===== config.mk =====
export PLATFORM = sky130hd
export DESIGN_NAME = can_rx_interrupt_enable
export DESIGN_NICKNAME = d
export VERILOG_FILES = /design/src/verilog/rx_irq_pkg.sv /design/src/verilog/state_filter.sv /design/src/verilog/can_rx_interrupt_enable.sv
export SDC_FILE = /design/constraint.sdc
export NUM_CORES = 1
export LEC_CHECK = 0
export BUFFER_PORTS_ARGS = -buffer_cell sky130_fd_sc_hd__buf_2
export CAP_MARGIN = 20
export CORE_MARGIN = 1.5
export CORE_UTILIZATION = 41
export DETAILED_ROUTE_END_ITERATION = 12
export GPL_ROUTABILITY_DRIVEN = 0
export PLACE_DENSITY = 0.72
export SYNTH_ARGS = -nofsm -noshare
export SYNTH_HDL_FRONTEND = slang
export SYNTH_SLANG_ARGS = --single-unit

===== constraint.sdc =====
create_clock -name clk_sys_i -period 1.7 [get_ports clk_sys_i]
set_input_delay 0.17 -clock clk_sys_i [delete_from_list [all_inputs] [get_ports clk_sys_i]]
set_output_delay 0.17 -clock clk_sys_i [all_outputs]
set_load 0.01 [all_outputs]

===== src/verilog/rx_irq_pkg.sv =====
`default_nettype none
package rx_irq_pkg;

  // ****************************************
  // Register map
  // ****************************************
  localparam logic [7:0] ADDR_ENABLE = 8'h00;
  localparam logic [7:0] ADDR_FLAGS  = 8'h04;
  localparam logic [7:0] ADDR_STATUS = 8'h08;
  localparam logic [7:0] ADDR_MASK   = 8'h0C;
  localparam logic [7:0] ADDR_CTRL   = 8'h10;

  // ****************************************
  // Field positions
  // ****************************************
  localparam int BIT_WAKE  = 7;
  localparam int BIT_CSC   = 6;
  localparam int BIT_OVR   = 1;
  localparam int BIT_RXF   = 0;
  localparam int RSENS_LSB = 4;
  localparam int TSENS_LSB = 2;

  localparam logic [7:0] ENABLE_RESET = 8'h00;
  localparam logic [7:0] SENS_MASK    = 8'h3C;

  // ****************************************
  // State coding and thresholds
  // ****************************************
  localparam logic [1:0] ST_OK      = 2'h0;
  localparam logic [1:0] ST_WARN    = 2'h1;
  localparam logic [1:0] ST_ERR     = 2'h2;
  localparam logic [1:0] ST_BUSOFF  = 2'h3;
  localparam logic [8:0] LIM_WARN   = 9'h060;
  localparam logic [8:0] LIM_ERR    = 9'h07F;
  localparam logic [8:0] LIM_BUSOFF = 9'h0FF;

  localparam logic [1:0] SENS_NONE   = 2'h0;
  localparam logic [1:0] SENS_BUSOFF = 2'h1;
  localparam logic [1:0] SENS_ERR    = 2'h2;

endpackage
`default_nettype wire


===== src/verilog/state_filter.sv =====
`timescale 1ns/1ps
`default_nettype none
module state_filter
(
  input  wire logic [1:0] old_state_i,
  input  wire logic [1:0] new_state_i,
  input  wire logic [1:0] sensitivity_i,
  output logic            hit_o
);

  logic old_hi;
  logic new_hi;

  // ****************************************
  // Sensitivity classes
  // ****************************************
  always_comb
  begin
    old_hi = 1'b0;
    new_hi = 1'b0;
    hit_o  = 1'b0;
    case (sensitivity_i)
      rx_irq_pkg::SENS_NONE:
      begin
        hit_o = 1'b0;
      end
      rx_irq_pkg::SENS_BUSOFF:
      begin
        old_hi = (old_state_i == rx_irq_pkg::ST_BUSOFF);
        new_hi = (new_state_i == rx_irq_pkg::ST_BUSOFF);
        hit_o  = old_hi != new_hi;
      end
      rx_irq_pkg::SENS_ERR:
      begin
        old_hi = old_state_i[1];
        new_hi = new_state_i[1];
        hit_o  = (old_hi != new_hi) || (old_state_i[1] && new_state_i[1] && old_state_i != new_state_i);
      end
      default:
      begin
        hit_o = old_state_i != new_state_i;
      end
    endcase
  end

endmodule
`default_nettype wire


===== src/verilog/can_rx_interrupt_enable.sv =====
// The AHB-Lite register port and the register addresses were decided locally.
`timescale 1ns/1ps
`default_nettype none
module can_rx_interrupt_enable
(
  input  wire logic        clk_sys_i,
  input  wire logic        resetn_i,
  input  wire logic        hsel_i,
  input  wire logic [31:0] haddr_i,
  input  wire logic [1:0]  htrans_i,
  input  wire logic        hwrite_i,
  input  wire logic [2:0]  hsize_i,
  input  wire logic [31:0] hwdata_i,
  input  wire logic        hready_i,
  output logic      [31:0] hrdata_o,
  output logic             hreadyout_o,
  output logic             hresp_o,
  input  wire logic [7:0]  rx_err_count_i,
  input  wire logic [8:0]  tx_err_count_i,
  input  wire logic        bus_activity_i,
  input  wire logic        sleep_mode_i,
  input  wire logic        overrun_i,
  input  wire logic        rx_msg_done_i,
  output logic             wake_irq_o,
  output logic             err_irq_o,
  output logic             rx_irq_o,
  output logic             irq_o
);

  // ****************************************
  // State
  // ****************************************
  typedef struct packed {
    logic [7:0]  enable;
    logic [7:0]  ctrl;
    logic        wake_flag;
    logic        status_change_flag;
    logic        overrun_flag;
    logic        rx_full_flag;
    logic [1:0]  rx_bus_state;
    logic [1:0]  tx_bus_state;
    logic [3:0]  sticky;
    logic [3:0]  mask;
    logic        ph_write;
    logic [7:0]  ph_addr;
    logic [31:0] rdata;
    logic        wake_irq;
    logic        err_irq;
    logic        rx_irq;
    logic        irq;
  } state_t;

  state_t st_q;
  state_t st_d;

  logic       init_request;
  logic       init_acknowledge;
  logic       init_mode;
  logic       init_any;
  logic       wake_function_enable;
  logic [1:0] rx_state_sensitivity;
  logic [1:0] tx_state_sensitivity;
  logic [1:0] rx_now;
  logic [1:0] tx_now;
  logic       rx_hit;
  logic       tx_hit;
  logic       addr_phase;
  logic [7:0] flags_view;
  logic [3:0] events;

  assign init_request         = st_q.ctrl[0];
  assign init_acknowledge     = st_q.ctrl[0];
  assign init_mode            = init_request && init_acknowledge;
  assign init_any             = init_request || init_acknowledge;
  assign wake_function_enable = st_q.ctrl[2];
  assign rx_state_sensitivity = st_q.enable[rx_irq_pkg::RSENS_LSB +: 2];
  assign tx_state_sensitivity = st_q.enable[rx_irq_pkg::TSENS_LSB +: 2];
  assign addr_phase           = hsel_i && htrans_i[1] && hready_i;

  // ****************************************
  // Error counter to state
  // ****************************************
  always_comb
  begin
    tx_now = rx_irq_pkg::ST_OK;
    rx_now = rx_irq_pkg::ST_OK;
    // Transmitter thresholds, highest first
    if (tx_err_count_i > rx_irq_pkg::LIM_BUSOFF)
    begin
      tx_now = rx_irq_pkg::ST_BUSOFF;
    end
    else if (tx_err_count_i > rx_irq_pkg::LIM_ERR)
    begin
      tx_now = rx_irq_pkg::ST_ERR;
    end
    else if (tx_err_count_i > rx_irq_pkg::LIM_WARN)
    begin
      tx_now = rx_irq_pkg::ST_WARN;
    end
    // Receiver follows transmitter into bus-off
    if (tx_now == rx_irq_pkg::ST_BUSOFF)
    begin
      rx_now = rx_irq_pkg::ST_BUSOFF;
    end
    else if ({1'b0, rx_err_count_i} > rx_irq_pkg::LIM_ERR)
    begin
      rx_now = rx_irq_pkg::ST_ERR;
    end
    else if ({1'b0, rx_err_count_i} > rx_irq_pkg::LIM_WARN)
    begin
      rx_now = rx_irq_pkg::ST_WARN;
    end
  end

  state_filter u_rx_filter
  (
    .old_state_i   (st_q.rx_bus_state),
    .new_state_i   (rx_now),
    .sensitivity_i (rx_state_sensitivity),
    .hit_o         (rx_hit)
  );

  state_filter u_tx_filter
  (
    .old_state_i   (st_q.tx_bus_state),
    .new_state_i   (tx_now),
    .sensitivity_i (tx_state_sensitivity),
    .hit_o         (tx_hit)
  );

  // ****************************************
  // Next state
  // ****************************************
  always_comb
  begin
    st_d = st_q;
    events = 4'h0;

    // Bus status tracking, blocked while flag pending
    if (!st_q.status_change_flag)
    begin
      st_d.rx_bus_state = rx_now;
      st_d.tx_bus_state = tx_now;
      if (rx_hit || tx_hit)
        events[2] = 1'b1;
    end
    if (bus_activity_i && sleep_mode_i && wake_function_enable)
      events[3] = 1'b1;
    events[1] = overrun_i;
    events[0] = rx_msg_done_i;

    // Bus data phase: software clears with one, set wins
    if (st_q.ph_write)
    begin
      case (st_q.ph_addr)
        rx_irq_pkg::ADDR_ENABLE:
        begin
          if (!init_any)
            st_d.enable = hwdata_i[7:0];
        end
        rx_irq_pkg::ADDR_FLAGS:
        begin
          if (!init_any)
          begin
            if (hwdata_i[rx_irq_pkg::BIT_WAKE])
              st_d.wake_flag = 1'b0;
            if (hwdata_i[rx_irq_pkg::BIT_CSC])
              st_d.status_change_flag = 1'b0;
            if (hwdata_i[rx_irq_pkg::BIT_OVR])
              st_d.overrun_flag = 1'b0;
            if (hwdata_i[rx_irq_pkg::BIT_RXF])
              st_d.rx_full_flag = 1'b0;
          end
        end
        rx_irq_pkg::ADDR_STATUS:
        begin
          st_d.sticky = st_q.sticky & ~hwdata_i[3:0];
        end
        rx_irq_pkg::ADDR_MASK:
        begin
          st_d.mask = hwdata_i[3:0];
        end
        rx_irq_pkg::ADDR_CTRL:
        begin
          st_d.ctrl = hwdata_i[7:0];
        end
        default:
        begin
          st_d.ctrl = st_q.ctrl;
        end
      endcase
    end

    // Events applied last, so a set beats a clear
    if (events[3])
    begin
      st_d.wake_flag = 1'b1;
    end
    if (events[2])
    begin
      st_d.status_change_flag = 1'b1;
    end
    if (events[1])
    begin
      st_d.overrun_flag = 1'b1;
    end
    if (events[0])
    begin
      st_d.rx_full_flag = 1'b1;
    end
    st_d.sticky = st_d.sticky | events;

    // Init mode returns enables to reset value, keeps sensitivities
    if (init_mode)
      st_d.enable = (rx_irq_pkg::ENABLE_RESET & ~rx_irq_pkg::SENS_MASK) | (st_d.enable & rx_irq_pkg::SENS_MASK);

    // Requests
    st_d.wake_irq = st_q.wake_flag && st_q.enable[rx_irq_pkg::BIT_WAKE];
    st_d.err_irq  = (st_q.status_change_flag && st_q.enable[rx_irq_pkg::BIT_CSC])
                  || (st_q.overrun_flag && st_q.enable[rx_irq_pkg::BIT_OVR]);
    st_d.rx_irq   = st_q.rx_full_flag && st_q.enable[rx_irq_pkg::BIT_RXF];
    st_d.irq      = |(st_q.sticky & st_q.mask);

    // Address phase and read data
    st_d.ph_write = addr_phase && hwrite_i;
    st_d.ph_addr  = haddr_i[7:0];
    if (addr_phase && !hwrite_i)
    begin
      case (haddr_i[7:0])
        rx_irq_pkg::ADDR_ENABLE:
        begin
          st_d.rdata = {24'h00_0000, st_q.enable};
        end
        rx_irq_pkg::ADDR_FLAGS:
        begin
          st_d.rdata = {24'h00_0000, flags_view};
        end
        rx_irq_pkg::ADDR_STATUS:
        begin
          st_d.rdata = {28'h000_0000, st_q.sticky};
        end
        rx_irq_pkg::ADDR_MASK:
        begin
          st_d.rdata = {28'h000_0000, st_q.mask};
        end
        rx_irq_pkg::ADDR_CTRL:
        begin
          st_d.rdata = {24'h00_0000, st_q.ctrl};
        end
        default:
        begin
          st_d.rdata = 32'h0000_0000;
        end
      endcase
    end
  end

  assign flags_view = {st_q.wake_flag, st_q.status_change_flag, st_q.rx_bus_state,
                       st_q.tx_bus_state, st_q.overrun_flag, st_q.rx_full_flag};

  // ****************************************
  // Registers
  // ****************************************
  always_ff @(posedge clk_sys_i)
  begin
    if (!resetn_i)
    begin
      st_q        <= '0;
      st_q.enable <= rx_irq_pkg::ENABLE_RESET;
    end
    else
      st_q <= st_d;
  end

  always_ff @(posedge clk_sys_i)
  begin
    if (!resetn_i)
    begin
      hreadyout_o <= 1'b0;
      hresp_o     <= 1'b0;
    end
    else
    begin
      hreadyout_o <= 1'b1;
      hresp_o     <= 1'b0;
    end
  end

  // Outputs straight from flops, quiet in reset
  always_ff @(posedge clk_sys_i)
  begin
    if (!resetn_i)
    begin
      hrdata_o   <= 32'h0000_0000;
      wake_irq_o <= 1'b0;
      err_irq_o  <= 1'b0;
      rx_irq_o   <= 1'b0;
      irq_o      <= 1'b0;
    end
    else
    begin
      hrdata_o   <= st_d.rdata;
      wake_irq_o <= st_d.wake_irq;
      err_irq_o  <= st_d.err_irq;
      rx_irq_o   <= st_d.rx_irq;
      irq_o      <= st_d.irq;
    end
  end

endmodule
`default_nettype wire


==> reports/summary.txt, run 1 <==
CP Class: reg2reg
Drt pass-1 iters: 5
First-pass GRT wire length: 9390 um
Count of antenna-violating nets left after detailed routing: 0
Global route overflow: 0
Largest family of logic cells by synthesized area: simple AND/OR/NAND/NOR gates
Number of I/O port buffers: 55
Post-synthesis mux area share: 0.1106
Max VDD drop: 0.0003885 V
RSZ-0062 raised after global routing: yes
Cells after synthesis: 290
CP arrival: 1.93 ns
Ys flop type: dfxtp_1
Antenna Cells: 0
Synth top area cells: dfxtp_1 40%, buf_4 9.2%, mux2i_1 9.0%, nor2b_1 4.9%, o21ai_0 3.5%
Initial core utilization: 0.4223
Sequential share of the synthesized area: 0.4032
Worst path slowest cell: or4_4
Register Area: 1081 sq um
Clock buffer depth: 2
1st-iter DRT viols: 128
DP HPWL: 4333 um
Async S/R FF share, synth: 0
Final Hold Fails: 0
Clk root buf: clkbuf_8
CTS Sinks: 54
Post-synth EDFFs: 0
Unique cell type count in the Yosys netlist: 43
Setup ws final: -0.02111 ns
Footprint of the multi-input gates: 1423 sq um
Ys Warns: 0
Area share of fa/ha/maj cells after synthesis: 0.009333
Filler cells: 630
Netlist Area Pre-Place: 2681 sq um
CTS tree: built
Wirelength, routed: 5693 um
Slew Limit Fails: 0
Vias: 2081
Avg Vias per Cell: 4.978
Critical Path Fanout Max: 3
Worst path max stage delay: 0.57 ns
Drt wl/cell: 13.62 um
Core Rows: 29
Htree depth: 2
Die area: 7034 sq um
Max Cap Viol: 0
Buf/Inv on CP: 0
Worst-skew pair later-pin latency: 0.30 ns
Crit. End Element: register
Average cell area after synthesis: 9.246 sq um
Core area: 6350 sq um
Post-CTS Hold Fix Bufs: 0
Share of the synthesized area in the top cell type: 0.4032
Post-layout min period: 1.721 ns
Yosys reg bits: 54
Hold Path Depth: 2
Clk slew on worst S/H paths: 0.09 ns
Die height: 83.87 um
Initial antenna violation count: 0
Status: complete, but fails checks
Hold Crit Class: in2reg
CP delay by family, top: simple AND/OR/NAND/NOR gates
Largest net degree at the start of global routing: 24
Startpoint types: register
F_max: 581.0 MHz
Tot GR Track Use: 0.1700
Power Density: 779.3 nW/um^2
Top-count cell post-synth: dfxtp_1
Hold slack final: 0.07674 ns
Synth Area in Simple Gates: 0.2226
Failing checks: setup timing
I/O Pins: 133
Layout Skew: 0.003638 ns
Final setup viols: 1
Pre-CTS setup slack: -0.02680 ns
Top post-synthesis cells by count: 54 x dfxtp_1, 33 x buf_4, 24 x mux2i_1, 21 x nor2b_1, 19 x o21ai_0
Compound-Gate Fraction of Synth Area: 0.1307
Postcts setup bufs: 0
Worst R2R Path Depth: 5
Vias in the first global route: 1918
Total CTS buffers: 5
Crit-path cells: or4_4, nor4_4, and3b_2, a21oi_2, a41o_1
Die W: 83.87 um
Critical Path RT: 1.91 ns
Final period util: 1.012
Final #Nets: 437
P_leak: 0.001412 uW
Area leader, netlist: dfxtp_1
Area grow syn2layout: 14.75%
# DRC: 0
Worst path depth: 5
Xor/xnor cell area share of the yosys netlist: 0.006533
Share of layout cells above drive strength 1: 0.2669
[worst paths after layout]
check                           slack [ns]             to        start
worst max-delay path                 -0.02  flags_view[7]     st_q[36]
worst min-delay path                  0.08       st_q[36]   haddr_i[0]
worst max register to register       -0.02  flags_view[7]     st_q[36]
worst min register to register        0.47    hrdata_o[2]  hrdata_o[2]
[what timing repair did]
action	in CTS	in global routing
pin swaps	1	0
endpoints found under the hold margin	0	0
gates resized for setup	1	1
setup endpoints to repair	1	11
[registers in the layout, indices dropped and copies added (netlist names)]
name                  count
err_irq_o                 1
flags_view                8
hrdata_o                  8
hreadyout_o               1
init_acknowledge          1
irq_o                     1
rx_irq_o                  1
rx_state_sensitivity      2
st_q                     30
wake_irq_o                1
[layout by cell type, fill, tap and decap left out, types with 11 or more instances in the layout]
master,instances
nor2b_1,21
conb_1,25
dfxtp_1,54
buf_2,55
a21oi_1,13
nand2_1,11
mux2i_1,24
nor2_1,15
o21ai_0,19
[cell type report]
class / count / share of cell area
multi-input cells: 211 / 0.4624
flip-flops and latches: 54 / 0.3514
repair buffers: 64 / 0.1155
well taps: 77 / 0.03131
clock buffers: 7 / 0.02481
clock inverters: 1 / 0.009760
inverters: 4 / 0.004880
[where the power goes]
| part | internal (uW) | total, uW | leakage, uW | switching, uW |
|---|---|---|---|---|
| combinational | 104 | 234 | 0.000919 | 130 |
| sequential | 1290 | 1320 | 0.000440 | 23.6 |
| clock | 441 | 848 | 0.0000524 | 407 |
[layer usage]
layer | vias up | wire (um) | track usage
met5 | - | 0 | 0
met1 | 952 | 2693 | 0.2302
met4 | 0 | 112 | 0.06855
met3 | 9 | 281 | 0.03956
met2 | 70 | 2606 | 0.2617
li1 | 1050 | - | -
[kinds of logic after synthesis]
| group | Yosys count |
|---|---|
| flip-flops | 54 |
| buffers and inverters | 49 |
| multiplexers | 28 |
| AND/OR/NAND/NOR | 98 |
| other | 1 |
| adder cells (fa/ha/maj) | 2 |
| AO/OA/AOI/OAI | 56 |
| XOR/XNOR | 2 |
[through the flow]
stage / instances / cell area (sq um) / setup TNS, ns / utilization / total power [uW]
final: 418 / 3077 / -0.02111 / 0.4845 / 2398
after global routing: 418 / 3077 / -0.4106 / 0.4845 / 2506
after CTS: 418 / 3073 / -0.02127 / 0.4839 / 2408
after detailed placement: 410 / 2963 / -0.05262 / 0.4666 / 1578
after global placement: 410 / 2963 / -0.01370 / 0.4666 / 1573
after floorplan: 314 / 2806 / 0 / - / 1526
No activity file was read; power rests on OpenSTA's default activity.
==> run 2, diff against run 1 <==
--- a/config.mk
+++ b/config.mk
@@ -15,3 +15,4 @@
 export SYNTH_ARGS = -nofsm -noshare
 export SYNTH_HDL_FRONTEND = slang
 export SYNTH_SLANG_ARGS = --single-unit
+export TNS_END_PERCENT = 30
==> reports/summary.txt, run 2 (synthesis results as in run 1) <==
Status: complete, but fails checks (unchanged)
Failing checks: setup timing (unchanged)
Total CTS buffers: 5 (unchanged)
CP arrival: 1.93 ns (about the same)
Hold Crit Class: in2reg (unchanged)
Final period util: 1.013 (was 1.012)
Clk slew on worst S/H paths: 0.09 ns (about the same)
Slew Limit Fails: 0 (unchanged)
Avg Vias per Cell: 4.981 (was 4.978)
Max VDD drop: 0.0003889 V (was 0.0003885 V)
Vias: 2082 (was 2081)
Die W: 83.87 um (unchanged)
Global route overflow: 0 (unchanged)
Cell area after layout: 3073 sq um (was 3077 sq um)
Worst path max stage delay: 0.57 ns (about the same)
CTS tree: built (unchanged)
Drt wl/cell: 13.55 um (was 13.62 um)
Commonest non-fill, non-tap cell in the layout: buf_2 (unchanged)
Die height: 83.87 um (unchanged)
Share of layout cells above drive strength 1: 0.2639 (was 0.2669)
CP Class: reg2reg (unchanged)
Power Density: 779.8 nW/um^2 (was 779.3 nW/um^2)
I/O Pins: 133 (unchanged)
Final Hold Fails: 0 (unchanged)
Tot GR Track Use: 0.1700 (unchanged)
CP delay by family, top: simple AND/OR/NAND/NOR gates (unchanged)
Initial core utilization: 0.4223 (unchanged)
Setup ws final: -0.02289 ns (was -0.02111 ns)
Crit. End Element: register (unchanged)
Number of flip-flops in the largest register: 30 (unchanged)
Critical Path Fanout Max: 3 (unchanged)
DP HPWL: 4333 um (unchanged)
Final setup viols: 1 (unchanged)
Count of antenna-violating nets left after detailed routing: 0 (unchanged)
Startpoint types: register (unchanged)
Post-layout min period: 1.723 ns (was 1.721 ns)
Post-CTS Hold Fix Bufs: 0 (unchanged)
Vias in the first global route: 1918 (unchanged)
Crit-path cells: or4_4, nor4_4, and3b_2, a21oi_2, a41o_1 (unchanged)
Largest net degree at the start of global routing: 24 (unchanged)
Most frequent cells in the layout: 55 x buf_2, 54 x dfxtp_1, 25 x conb_1 (unchanged)
Top reg by flops: st_q (unchanged)
First-pass GRT wire length: 9390 um (unchanged)
Worst path slowest cell: or4_4 (unchanged)
Post-placement cell area: 2963 sq um (unchanged)
1st-iter DRT viols: 120 (was 128)
Buf/Inv on CP: 0 (unchanged)
RSZ-0062 raised after global routing: yes (unchanged)
Drt pass-1 iters: 4 (was 5)
CTS Sinks: 54 (unchanged)
Pre-CTS setup slack: -0.02680 ns (unchanged)
Initial antenna violation count: 0 (unchanged)
Layout Skew: 0.003044 ns (was 0.003638 ns)
Number of I/O port buffers: 55 (unchanged)
Clock buffer depth: 2 (unchanged)
Antenna Cells: 0 (unchanged)
Max Cap Viol: 0 (unchanged)
Clk root buf: clkbuf_8 (unchanged)
Postcts setup bufs: 0 (unchanged)
Area grow syn2layout: 14.61% (was 14.75%)
Final #Nets: 437 (unchanged)
Die area: 7034 sq um (unchanged)
F_max: 580.4 MHz (was 581.0 MHz)
Worst-skew pair later-pin latency: 0.30 ns (about the same)
Core area: 6350 sq um (unchanged)
Htree depth: 2 (unchanged)
# DRC: 0 (unchanged)
Core Rows: 29 (unchanged)
Wirelength, routed: 5665 um (was 5693 um)
Critical Path RT: 1.91 ns (about the same)
P_leak: 0.001412 uW (about the same)
## run 2: final timing paths
path | from | cells past startpoint | slack, ns | to
max | st_q[36] | 5 | -0.02 | flags_view[7]
min | haddr_i[0] | 2 | 0.08 | st_q[36]
max reg2reg | st_q[36] | 5 | -0.02 | flags_view[7]
min reg2reg | hrdata_o[2] | 2 | 0.47 | hrdata_o[2]
## run 2: layout make-up
cell class / instances / area, sq um
fillers: 629 / 3277
multi-input cells: 211 / 1419
flip-flops and latches: 54 / 1081
repair buffers: 64 / 355.3
well taps: 77 / 96.34
clock buffers: 7 / 76.32
clock inverters: 1 / 30.03
inverters: 4 / 15.01
## run 2: power by group
part	switching, uW	internal, uW	leakage, uW
logic	130	104	0.000920
clock network	406	441	0.0000524
registers	23.8	1290	0.000440
## run 2: through the flow
step	setup TNS [ns]	cells	hold WS [ns]	util	total power [uW]
5_1_grt	-0.4012	418	0.07176	0.4839	2505
3_5_place_dp	-0.05262	410	0.3946	0.4666	1578
4_1_cts	-0.02127	418	0.07230	0.4839	2408
6_report	-0.02289	418	0.07655	0.4839	2396
2_1_floorplan	0	314	0.1977	-	1526
3_3_place_gp	-0.01370	410	0.3920	0.4666	1573
## run 2: timing repair
action,CTS,global route
pin swaps,1,0
endpoints found under the setup margin,1,11
gates resized for setup,1,0
## run 2: metal layers
layer | track usage | wire length (um) | share of wire
met1 | 0.2302 | 2723 | 0.48
met2 | 0.2617 | 2568 | 0.45
met3 | 0.03956 | 261 | 0.046
met4 | 0.06855 | 112 | 0.020
met5 | 0 | 0 | 0
